===== src/udcc_params.svh =====
/*
  Timing counts and field constants for the up/down counter control block.
  Assumes inclusion by the design module only.
*/
`ifndef UDCC_PARAMS_SVH
`define UDCC_PARAMS_SVH

`define UDCC_CLK_NS        8
`define UDCC_SCAN_NS       8000
`define UDCC_SCAN_CYCLES   (`UDCC_SCAN_NS / `UDCC_CLK_NS)
`define UDCC_DIGITS        4
`define UDCC_DIGIT_FIRST   2'h3
`define UDCC_DIGIT_MAX     4'h9

`endif


===== src/udcc_pkg.sv =====
/*
  Types shared by the up/down counter control block.
  Assumes udcc_params.svh is on the include path.
*/
package udcc_pkg;
  // decoded three-level pin
  typedef enum logic [2:0] {
    UDCC_TRI_FLOAT = 3'b001,
    UDCC_TRI_HIGH  = 3'b010,
    UDCC_TRI_LOW   = 3'b100
  } udcc_tri_t;

  // a three-level pin seen as two logic levels: driven and level
  typedef struct packed {
    logic driven;
    logic level;
  } udcc_pin_t;

  typedef enum logic [1:0] {
    UDCC_ST_RUN  = 2'b01,
    UDCC_ST_LOAD = 2'b10
  } udcc_state_t;

  typedef struct packed {
    logic        dig_on;
    logic [3:0]  strobe;
    logic        seg_on;
    logic        blank;
    logic [3:0]  bcd;
  } udcc_disp_t;
endpackage


===== src/udcc_control.sv =====
/*
  Control-input decoding and counter core for a four-decade up/down counter
  with compare register and multiplexed BCD/display port.
  Assumes three-level pins arrive as driven/level pairs from a pad sensor,
  all control pins asynchronous to core_clk, count_in already conditioned.
*/
`include "udcc_params.svh"
`timescale 1ns/100ps
`default_nettype none
module udcc_control
  import udcc_pkg::*;
(
  input  wire logic       core_clk,
  input  wire logic       reset,
  input  wire logic       count_in,
  input  wire logic       store_n,
  input  wire logic       up_dn,
  input  wire logic       count_reset_n,
  input  wire udcc_pin_t  counter_load_ctl,
  input  wire udcc_pin_t  register_load_ctl,
  input  wire udcc_pin_t  display_ctl,
  input  wire logic [3:0] bcd_in,
  output logic      [3:0] bcd_out,
  output logic            bcd_oe,
  output logic      [3:0] first_digit_strobe,
  output logic      [6:0] segments,
  output logic            carry_borrow,
  output logic            equal,
  output logic            zero,
  output logic            loading
);

  function automatic udcc_tri_t tri_decode(input logic [1:0] p);
    // driven bit clear means the pin is left open
    return !p[1] ? UDCC_TRI_FLOAT : (p[0] ? UDCC_TRI_HIGH : UDCC_TRI_LOW);
  endfunction

  function automatic logic [6:0] seg_decode(input logic [3:0] d);
    case (d)
      4'h0: return 7'h3F;
      4'h1: return 7'h06;
      4'h2: return 7'h5B;
      4'h3: return 7'h4F;
      4'h4: return 7'h66;
      4'h5: return 7'h6D;
      4'h6: return 7'h7D;
      4'h7: return 7'h07;
      4'h8: return 7'h7F;
      4'h9: return 7'h6F;
      default: return 7'h00;
    endcase
  endfunction

  localparam int SCAN_W = $clog2(`UDCC_SCAN_CYCLES + 1);

  // two-stage synchronisers; stage one feeds stage two only
  logic [9:0] sync1_reg;
  logic [9:0] sync2_reg;
  logic [3:0] bcd_s1_reg;
  logic [3:0] bcd_s2_reg;
  logic       cnt_d_reg;

  always_ff @(posedge core_clk) begin
    if (reset) begin
      // idle levels: store, up, reset high, count low, pins open; avoids a false count edge
      sync1_reg <= 10'h380;
      sync2_reg <= 10'h380;
      bcd_s1_reg <= 4'h0;
      bcd_s2_reg <= 4'h0;
    end else begin
      sync1_reg <= {store_n, up_dn, count_reset_n, count_in, 6'({counter_load_ctl, register_load_ctl, display_ctl})};
      sync2_reg <= sync1_reg;
      bcd_s1_reg <= bcd_in;
      bcd_s2_reg <= bcd_s1_reg;
    end
  end

  logic store_s;
  logic up_s;
  logic rst_s;
  logic cnt_s;
  udcc_tri_t lc_t;
  udcc_tri_t lr_t;
  udcc_tri_t dc_t;
  assign store_s = sync2_reg[9];
  assign up_s    = sync2_reg[8];
  assign rst_s   = sync2_reg[7];
  assign cnt_s   = sync2_reg[6];
  assign lc_t = tri_decode(sync2_reg[5:4]);
  assign lr_t = tri_decode(sync2_reg[3:2]);
  assign dc_t = tri_decode(sync2_reg[1:0]);

  logic cnt_edge;
  always_ff @(posedge core_clk) begin
    if (reset) begin
      cnt_d_reg <= 1'b0;
    end else begin
      cnt_d_reg <= cnt_s;
    end
  end
  assign cnt_edge = cnt_s & ~cnt_d_reg;

  logic [3:0][3:0] count_reg;
  logic [3:0][3:0] cmp_reg;
  logic [3:0][3:0] latch_reg;
  logic            carry_reg;
  udcc_state_t     state_reg;
  logic [1:0]      digit_reg;
  logic [SCAN_W-1:0] scan_reg;
  logic            scan_tick;
  logic            lc_seen_reg;
  logic            lr_seen_reg;

  logic lc_hi;
  logic lr_hi;
  logic lr_off;
  assign lc_hi  = lc_t == UDCC_TRI_HIGH;
  assign lr_hi  = lr_t == UDCC_TRI_HIGH;
  assign lr_off = lr_t == UDCC_TRI_LOW;
  assign scan_tick = scan_reg == SCAN_W'(`UDCC_SCAN_CYCLES - 1);

  // free-running internal scan clock, stopped by register-load low
  always_ff @(posedge core_clk) begin
    if (reset || lr_off || (state_reg == UDCC_ST_RUN && (lc_hi || lr_hi)) || scan_tick) begin
      scan_reg <= '0;
    end else begin
      scan_reg <= scan_reg + SCAN_W'(1);
    end
  end

  // digit counter restarts at first digit
  always_ff @(posedge core_clk) begin
    if (reset || lr_off || (state_reg == UDCC_ST_RUN && (lc_hi || lr_hi))) begin
      digit_reg <= `UDCC_DIGIT_FIRST;
    end else if (scan_tick) begin
      digit_reg <= digit_reg - 2'h1;
    end
  end

  always_ff @(posedge core_clk) begin
    if (reset) begin
      state_reg <= UDCC_ST_RUN;
      lc_seen_reg <= 1'b0;
      lr_seen_reg <= 1'b0;
    end else begin
      unique case (state_reg)
        UDCC_ST_RUN: begin
          if (lc_hi || lr_hi) begin
            state_reg <= UDCC_ST_LOAD;
            lc_seen_reg <= lc_hi;
            lr_seen_reg <= lr_hi;
          end
        end
        UDCC_ST_LOAD: begin
          if (scan_tick && digit_reg == 2'h0) begin
            if (lc_hi || lr_hi) begin
              lc_seen_reg <= lc_hi;
              lr_seen_reg <= lr_hi;
            end else begin
              state_reg <= UDCC_ST_RUN;
              lc_seen_reg <= 1'b0;
              lr_seen_reg <= 1'b0;
            end
          end
        end
      endcase
    end
  end

  // counting never depends on the display state
  always_ff @(posedge core_clk) begin
    if (reset) begin
      count_reg <= '0;
      carry_reg <= 1'b0;
    end else if (!rst_s) begin
      count_reg <= '0;
      carry_reg <= 1'b0;
    end else if (state_reg == UDCC_ST_LOAD && lc_seen_reg && scan_tick) begin
      count_reg[digit_reg] <= bcd_s2_reg;
    end else if (cnt_edge) begin
      count_reg <= bcd_step(count_reg, up_s);
      // wrap out of all nines going up or all zeros going down
      carry_reg <= up_s ? (count_reg == {4{`UDCC_DIGIT_MAX}}) : (count_reg == '0);
    end
  end

  function automatic logic [15:0] bcd_step(input logic [15:0] v, input logic up);
    logic [15:0] r;
    logic        c;
    r = v;
    c = 1'b1;
    for (int i = 0; i < `UDCC_DIGITS; i++) begin
      if (c) begin
        if (up) begin
          c = r[i*4 +: 4] == `UDCC_DIGIT_MAX;
          r[i*4 +: 4] = c ? 4'h0 : r[i*4 +: 4] + 4'h1;
        end else begin
          c = r[i*4 +: 4] == 4'h0;
          r[i*4 +: 4] = c ? `UDCC_DIGIT_MAX : r[i*4 +: 4] - 4'h1;
        end
      end
    end
    return r;
  endfunction

  always_ff @(posedge core_clk) begin
    if (reset) begin
      cmp_reg <= '0;
    end else if (state_reg == UDCC_ST_LOAD && lr_seen_reg && scan_tick) begin
      cmp_reg[digit_reg] <= bcd_s2_reg;
    end
  end

  always_ff @(posedge core_clk) begin
    if (reset) begin
      latch_reg <= '0;
    end else if (!store_s) begin
      latch_reg <= count_reg;
    end
  end

  // leading zero blanking: digit other than digit 0 blanked if it and all above are zero
  logic [3:0] blank_vec;
  always_comb begin
    logic lead;
    lead = 1'b1;
    for (int i = 3; i >= 0; i--) begin
      lead = lead && (latch_reg[i] == 4'h0) && (i != 0);
      blank_vec[i] = lead;
    end
  end

  udcc_disp_t disp_next;
  always_comb begin
    disp_next.bcd    = latch_reg[digit_reg];
    disp_next.blank  = blank_vec[digit_reg] && dc_t != UDCC_TRI_LOW;
    disp_next.seg_on = dc_t != UDCC_TRI_HIGH && !lr_off;
    disp_next.dig_on = !lr_off;
    disp_next.strobe = 4'h1 << digit_reg;
  end

  always_ff @(posedge core_clk) begin
    if (reset) begin
      bcd_out <= 4'h0;
      bcd_oe <= 1'b0;
      first_digit_strobe <= 4'h0;
      segments <= 7'h00;
      carry_borrow <= 1'b0;
      equal <= 1'b0;
      zero <= 1'b0;
    end else begin
      bcd_out <= disp_next.bcd;
      // port tri-stated when off or loading
      bcd_oe <= lc_t != UDCC_TRI_LOW && !lr_off && state_reg == UDCC_ST_RUN;
      first_digit_strobe <= disp_next.dig_on ? disp_next.strobe : 4'h0;
      // any lit digit shows segment a or b
      segments <= (disp_next.seg_on && !disp_next.blank) ? seg_decode(disp_next.bcd) : 7'h00;
      carry_borrow <= carry_reg;
      equal <= count_reg == cmp_reg;
      zero <= count_reg == '0;
    end
  end

  assign loading = state_reg == UDCC_ST_LOAD;

endmodule
`default_nettype wire


===== config.mk =====
export PLATFORM = sky130hd
export DESIGN_NAME = udcc_control
export DESIGN_NICKNAME = d
export VERILOG_FILES = /design/src/udcc_pkg.sv /design/src/udcc_control.sv
export VERILOG_INCLUDE_DIRS = /design/src
export SDC_FILE = /design/constraint.sdc
export NUM_CORES = 1
export LEC_CHECK = 0
export BUFFER_PORTS_ARGS = -buffer_cell sky130_fd_sc_hd__buf_4
export CORE_ASPECT_RATIO = 2
export CORE_MARGIN = 2
export CORE_UTILIZATION = 60
export DETAILED_ROUTE_END_ITERATION = 16
export PLACE_DENSITY = 0.76
export SYNTH_ARGS = -nofsm -noshare
export SYNTH_HDL_FRONTEND = slang
export SYNTH_SLANG_ARGS = --single-unit

===== constraint.sdc =====
create_clock -name core_clk -period 2.4 [get_ports core_clk]
set_input_delay 0.36 -clock core_clk [delete_from_list [all_inputs] [get_ports core_clk]]
set_output_delay 0.36 -clock core_clk [all_outputs]
set_load 0.005 [all_outputs]

* Word-level counts from Yosys, hierarchy flattened *
Memories as Yosys holds them, arrays and structs flattened. A register that Yosys moved wholly into a read port is not among the register bits.
Index checks and enable logic that the tools add are counted.

word-level totals
  memories kept = 1
  bits in registers = 106
  output and inout bits = 20
  bits of input ports = 16
  bits in read-only memories = 112

operators by class
  reductions and logical operators = 42
  bitwise logic cells = 5
  add/sub/neg operators = 10
  shifts and indexed selects = 1
  multiplexer cells = 61
  magnitude comparators = 2
  equal/unequal tests = 18

memories
  memory            depth  bits a word  read ports  clocked after memory_dff  write ports  RTL line            text
  (name not given)  16     7            1           1                         0            udcc_control.sv:39  case (d)

operator list
  operator                                                            count
  4-bit two-way mux                                                   17
  16-bit bitwise mux                                                  2
  16-bit two-way mux                                                  2
  4-bit logical NOT                                                   7
  1-bit two-way mux                                                   25
  3-bit two-way mux                                                   6
  4-bit by 1-bit adder with 4-bit output, second input constant       4
  16-bit == test                                                      1
  16-bit == test, second input constant                               1
  4-bit == test, second input constant                                4
  16-bit logical NOT                                                  1
  4-bit by 1-bit subtractor with 4-bit output, second input constant  4
  1-bit logical AND                                                   14
  10-bit by 1-bit adder with 10-bit output, second input constant     1
  10-bit == test, second input constant                               1
  2-bit AND reduction                                                 5
  4-bit binary-select mux with 2-bit select                           1
  4-bit demux with 2-bit select                                       1
  2-bit nonzero test                                                  4
  3-bit by 2-bit == test with 1-bit output, second input constant     2
  2-bit two-way mux                                                   3
  3-bit inequality test, second input constant                        2
  2-bit OR reduction                                                  3
  1-bit logical OR                                                    4
  other kinds (18)                                                    24

* Longest topological paths before layout *
Gate-level depths: netlist of the first run.

  word-level depth = 19
  depth in mapped cells = 8
  mapped depth without buffers = 7

* Worst setup path after synthesis of the first run *
No wires, ideal clock.

  path type = reg2reg
  from = register scan_reg[0]
  to = register count_reg[15] (netlist bit)
  arrival = 1684 ps
  setup time = 124 ps
  data required time = 2276 ps
  path buffers = 1
  stages on the path, launching flop included = 8
  slack = 593 ps
  cells stage by stage = dfxtp_1 > ha_1 > and4bb_1 > and4_1 > buf_2 > nor4b_4 > or2_2 > a21oi_1

between the ends
  longest elaborated chain between the ends = 4
  elaborated cells on any way between the ends = 6
  classes of those cells = eq/ne: 1; mux: 1; reduce/logical: 4

RTL lines
  what                                  RTL line             text
  start: declaration                    udcc_control.sv:109  logic [SCAN_W-1:0] scan_reg;
  start signal: assignment              udcc_control.sv:127  scan_reg <= scan_reg + SCAN_W'(1);
  10-bit == test *                      udcc_control.sv:120  assign scan_tick = scan_reg == SCAN_W'(`UDCC_SCAN_CYCLES - 1);
  1-bit logical AND *                   udcc_control.sv:178  end else if (state_reg == UDCC_ST_LOAD && lc_seen_reg && scan_tick) begin
  2-bit nonzero test (no source line)   --
  2-bit AND reduction (no source line)  --
  end signal: indexed assignment        udcc_control.sv:179  count_reg[digit_reg] <= bcd_s2_reg;
  end signal: assignment                udcc_control.sv:181  count_reg <= bcd_step(count_reg, up_s);
  end: declaration                      udcc_control.sv:103  logic [3:0][3:0] count_reg;

Every way passes the cells marked *; elsewhere a longest branch is shown, timed or not.
A chain may end at the register's enable or synchronous reset.

* Worst setup path after layout of the first run *
  from = register scan_reg[0]
  to = register count_reg[11] (netlist bit)

The elaborated chain is that of the path after synthesis.

==> results of run 1 <==
-- final timing paths --
| path | from | end | slack [ps] | depth (start not counted) |
|---|---|---|---|---|
| max reg2reg | scan_reg[0] | count_reg[11] | 130 | 6 |
| max | scan_reg[0] | count_reg[11] | 130 | 6 |
| min | count_reset_n | sync1_reg[7] | 140 | 2 |
| min reg2reg | sync1_reg[8] | sync2_reg[8] | 400 | 1 |
-- synth_stat cells, drive strengths merged, types with 12 or more instances --
library cell,number
buf,12
nand2,31
nor2b,35
o21ai,19
a21oi,29
clkbuf,35
nand3,18
nor2,68
dfxtp,113
inv,12
xor2,23
nor3,16
mux2i,37
-- per-layer routing --
layer / up-vias / wire length, um
met5: - / 0
met4: 0 / 590
met3: 43 / 576
met2: 137 / 7110
met1: 2114 / 4710
li1: 2133 / -
-- logic make-up after synthesis --
kind of cell	count (synthesis)	share of synthesized area, %
XOR/XNOR	34	5.57
adder cells (fa/ha/maj)	11	2.58
buffers and inverters	59	4.50
flip-flops	113	42.3
AND/OR/NAND/NOR	236	23.7
AO/OA/AOI/OAI	101	12.7
multiplexers	42	8.69
-- power groups by stage --
stage / logic, mW / registers, mW / clock network [mW]
after global routing: 0.216 / 1.95 / 2.81
after CTS: 0.198 / 1.95 / 2.73
final: 0.198 / 1.95 / 2.70
after global placement: 0.189 / 1.99 / 0
after floorplan: 0.130 / 1.98 / 0
after detailed placement: 0.196 / 1.99 / 0
-- cell type report --
type	instances	area [um2]
Fill cell	647	2310
Multi-Input combinational cell	424	2840
Tap cell	100	125
Timing Repair Buffer	56	420
Sequential cell	113	2260
Inverter	12	45.0
Clock inverter	10	184
Clock buffer	20	457
-- metrics by stage --
step	instance area [um2]	util (%)	hold slack [ps]
6_report	6330	73.2	137
5_1_grt	6330	73.2	136
4_1_cts	6330	73.2	127
3_5_place_dp	5690	65.8	396
3_3_place_gp	5690	65.8	396
2_1_floorplan	5340	-	389
==> impl_metrics.env, run 1 <==
export IMPL_via_count=4427
export IMPL_htreeDepth=4
export IMPL_cts_resized=0
export IMPL_p_total_mw=4.85
export IMPL_crit_chain="ha_1 -> and4bb_1 -> and4_1 -> nand2_1 -> nor3b_1 -> a211oi_1"
export IMPL_diodes=0
export IMPL_worst_setup_path_end_kind="flop"
export IMPL_p_int_mw=3.90
export IMPL_wl_per_cell_um=17.7
export IMPL_ctsRootBufferMaster="clkbuf_16"
export IMPL_tritoncts="done"
export IMPL_die_w_um=70.7
export IMPL_drive_gt1_share_pct=17.2
export IMPL_grt_pass1_wl_mm=21.3
export IMPL_crit_family="simple AND/OR/NAND/NOR gates"
export IMPL_power_frac_comb_pct=4.1
export IMPL_io_buffers=35
export IMPL_first_global_vias=4380
export IMPL_dr_pass1_iters=5
export IMPL_first_iter_violations=426
export IMPL_dp_cells=705
export IMPL_worst_slack_ps=133
export IMPL_async_flop_share_pct=0
export IMPL_crit_path_max_incr_delay_ps=630
export IMPL_status="finished, final reports clean"
export IMPL_wirelength_mm=13.0
export IMPL_cts_clk_slew_worst_paths_ps=50
export IMPL_power_switching_mw=0.958
export IMPL_hpwl_mm=9.05
export IMPL_most_common_layout_cells="dfxtp_1, nor2_1, buf_4"
export IMPL_num_rows=48
export IMPL_cts_sinks=113
export IMPL_max_freq_mhz=441
export IMPL_finClkSkew_ps=5.47
export IMPL_gp_congestion=0.899
export IMPL_synth_area_leaders="dfxtp_1, mux2i_1, nor2_1"
export IMPL_cts_setup_buffers=0
export IMPL_routed_via_density=6.02
export IMPL_critPathArrivalTime_ps=2580
export IMPL_setup_viol=0
export IMPL_peakVddDrop_v=0.000691
export IMPL_ctsLongestPathBuffers=2
export IMPL_place_ws_ps=189
export IMPL_use_met2_pct=51.3
export IMPL_gr_usage_all_layers_pct=28.1
export IMPL_cp_buffers_inverters=0
export IMPL_synth_distinct_cells=60
export IMPL_slew_headroom_pct=50.1
export IMPL_area_delta_synth_final_pct=18.5
export IMPL_grtUsageMet1_pct=29.2
export IMPL_hold_buffers=0
export IMPL_syn_inst=596
export IMPL_critPathKind="reg2reg"
export IMPL_gr_usage_met3_pct=5.93
export IMPL_boundaryPins=36
export IMPL_grt_start_max_net_pins=51
export IMPL_critPathMaxFanout=16
export IMPL_nets=651
export IMPL_synth_largest_area_cell="dfxtp_1"
export IMPL_yosys_warnings=0
export IMPL_tightest_slew_ps=741
export IMPL_startpoint_type="flop"
export IMPL_synth_edf_count=0
export IMPL_hp_class="in2reg"
export IMPL_syn_mean_instance_area_um2=8.96
export IMPL_gr_max_usage_layer="met2"
export IMPL_numCtsBuffers=17
export IMPL_die_h_um=137
export IMPL_layout_commonest_cell="dfxtp_1"
export IMPL_tns_ps=0
export IMPL_hold_viol_final=0
export IMPL_rsz0062_at_grt="false"
export IMPL_layout_min_cycle_time_ps=2270
export IMPL_synth_seq_cells=113
export IMPL_drcViolationCount=0
export IMPL_crit_required_ps=2710
export IMPL_pwr_share_seq_pct=40.2
export IMPL_core_area_um2=8650
export IMPL_maxCapViolations=0
export IMPL_post_route_period_util_pct=94.5
export IMPL_synth_nets=623
export IMPL_clock_latency_ps=400
export IMPL_fin_cells=735
export IMPL_power_leakage_nw=2.91
export IMPL_start_util_pct=61.8
export IMPL_ant_nets=0
export IMPL_synthesis_area_um2=5340
export IMPL_seq_area_frac_synth_pct=42.3
export IMPL_p_per_area_nw_per_um2=766
export IMPL_antenna_found_initial=0
export IMPL_synth_top_cell_area_share_pct=42.3
export IMPL_clkPwrFrac_pct=55.7
export IMPL_crit_path_top_delay_cell="and4_1"
export IMPL_slew_viol_final=0
export IMPL_synthFlopType="dfxtp_1"
export IMPL_grt_ovfl_total=0
export IMPL_p_sw_share_pct=19.7
export IMPL_dieArea_um2=9720
No activity file was read; power rests on OpenSTA's default activity.
==> run 2, diff against run 1 <==
--- a/config.mk
+++ b/config.mk
@@ -14,2 +14,3 @@
 export PLACE_DENSITY = 0.76
+export SETUP_SLACK_MARGIN = 0.3
 export SYNTH_ARGS = -nofsm -noshare
--- a/constraint.sdc
+++ b/constraint.sdc
@@ -3,2 +3,2 @@
 set_output_delay 0.36 -clock core_clk [all_outputs]
-set_load 0.005 [all_outputs]
+set_load 0.1 [all_outputs]
==> run 2 against run 1 <==
Non-clock buffer count stayed put. Design area rose by 0.18%. Total power grew 1.4%. Sequential power about the same. Sequential share of layout area about the same. Critical path depth down 1. Routed wire length is 0.78% higher. Register-to-register slack gained 240 ps. Flip-flop and latch count did not move. Clock power about the same.
==> impl_metrics.env, run 2 (same netlist as run 1, synthesis figures left out) <==
export IMPL_timing_reg2reg_setup_slack_ps=370
export IMPL_wl_met3_um=640
export IMPL_worst_setup_path_end_kind="flop"
export IMPL_first_global_vias=4426
export IMPL_gr_usage_all_layers_pct=27.9
export IMPL_clock_latency_ps=410
export IMPL_critPathArrivalTime_ps=2370
export IMPL_dieArea_um2=9720
export IMPL_peakVddDrop_v=0.000743
export IMPL_ctsLongestPathBuffers=2
export IMPL_crit_required_ps=2750
export IMPL_p_total_mw=4.92
export IMPL_ant_nets=0
export IMPL_routed_via_density=6.04
export IMPL_wl_per_cell_um=17.8
export IMPL_ctsRootBufferMaster="clkbuf_16"
export IMPL_critPathMaxFanout=12
export IMPL_final_area_um2=6340
export IMPL_multi_input_area_um2=2850
export IMPL_num_rows=48
export IMPL_rsz0062_at_grt="false"
export IMPL_p_per_area_nw_per_um2=776
export IMPL_grt_ovfl_total=0
export IMPL_gp_congestion=0.910
export IMPL_cts_sinks=113
export IMPL_status="finished, final reports clean"
export IMPL_fin_util_pct=73.4
export IMPL_grt_start_max_net_pins=65
export IMPL_antenna_found_initial=0
export IMPL_crit_path_top_delay_cell="or3_4"
export IMPL_slew_headroom_pct=37.8
export IMPL_layout_commonest_cell="dfxtp_1"
export IMPL_fin_cells=737
export IMPL_drcViolationCount=0
export IMPL_place_ws_ps=195
export IMPL_crit_path_max_incr_delay_ps=470
export IMPL_area_delta_synth_final_pct=18.8
export IMPL_wirelength_mm=13.1
export IMPL_slew_viol_final=0
export IMPL_dp_cells=702
export IMPL_worst_slack_ps=374
export IMPL_startpoint_type="flop"
export IMPL_fin_hold_ws_ps=132
export IMPL_hold_buffers=0
export IMPL_hp_class="in2reg"
export IMPL_cts_clk_slew_worst_paths_ps=50
export IMPL_start_util_pct=61.8
export IMPL_tightest_slew_ps=932
export IMPL_highest_layer="met4"
export IMPL_diodes=0
export IMPL_setup_viol=0
export IMPL_nets=651
export IMPL_postPlaceCellArea_um2=5670
export IMPL_io_buffers=35
export IMPL_wl_met1_mm=4.52
export IMPL_first_iter_violations=333
export IMPL_power_leakage_nw=2.91
export IMPL_die_h_um=137
export IMPL_critPathKind="reg2reg"
export IMPL_most_common_layout_cells="dfxtp_1, nor2_1, buf_4"
export IMPL_regArea_um2=2260
export IMPL_crit_chain="or3_4 -> a21oi_2 -> nand4_1 -> or4_1 -> nand3_1"
export IMPL_numCtsBuffers=17
export IMPL_core_area_um2=8650
export IMPL_layout_min_cycle_time_ps=2030
export IMPL_tritoncts="done"
export IMPL_via_count=4450
export IMPL_hold_viol_final=0
export IMPL_finClkSkew_ps=4.33
export IMPL_htreeDepth=4
export IMPL_max_freq_mhz=494
export IMPL_boundaryPins=36
export IMPL_post_route_period_util_pct=84.4
export IMPL_die_w_um=70.7
export IMPL_wl_met2_mm=7.17
export IMPL_hpwl_mm=9.23
export IMPL_fillerInstances=639
export IMPL_drive_gt1_share_pct=17.9
export IMPL_grt_pass1_wl_mm=20.8
export IMPL_maxCapViolations=0
export IMPL_dr_pass1_iters=5
export IMPL_tns_ps=0
## run 2: changes by cell type in the layout (fill, tap and decap cells not counted), sizes merged
cell	change
clkbuf	-2
clkinv	+1
clkinvlp	+2
inv	+1
## run 2: area by class of cell
class,count,share of cell area [%]
clock buffer,18,6.76
sequential,113,35.7
multi-input combinational,424,44.9
inverter,12,0.710
timing repair buffer,56,6.63
tap,100,1.97
clock inverter,14,3.35
## run 2: repair_timing
| item | CTS | global route |
|---|---|---|
| buffers inserted | 0 | 3 |
| pin swaps | 0 | 3 |
| endpoints found under the setup margin | 8 | 12 |
| gates resized for setup | 2 | 2 |
## run 2: worst max-delay path, delay by kind of cell, from the launching register on
kind	cells	cell delay (ps)
flops	1	460
simple gates	4	1230
compound gates	1	270
## run 2: path summary, 6_finish.rpt
check                     start            to  cells after the start
setup / recovery   count_reg[3]  count_reg[8]                      5
hold / removal    count_reset_n  sync1_reg[7]                      2
setup reg to reg   count_reg[3]  count_reg[8]                      5
hold reg to reg    sync1_reg[9]  sync2_reg[9]                      1
## run 2: routing by layer
| metal | vias to the layer above | track usage, % |
|---|---|---|
| li1 | 2140 | - |
| met1 | 2099 | 26.8 |
| met2 | 162 | 50.6 |
| met3 | 49 | 5.56 |
| met4 | 0 | 21.9 |
| met5 | - | 0 |
## run 2: where the power goes
| part | internal, mW | leakage [nW] | switching, mW | total (mW) |
|---|---|---|---|---|
| Combinational | 0.0924 | 1.68 | 0.171 | 0.263 |
| Sequential | 1.92 | 0.919 | 0.0372 | 1.96 |
| Clock | 1.84 | 0.302 | 0.865 | 2.70 |
| Total | 3.85 | 2.91 | 1.07 | 4.92 |
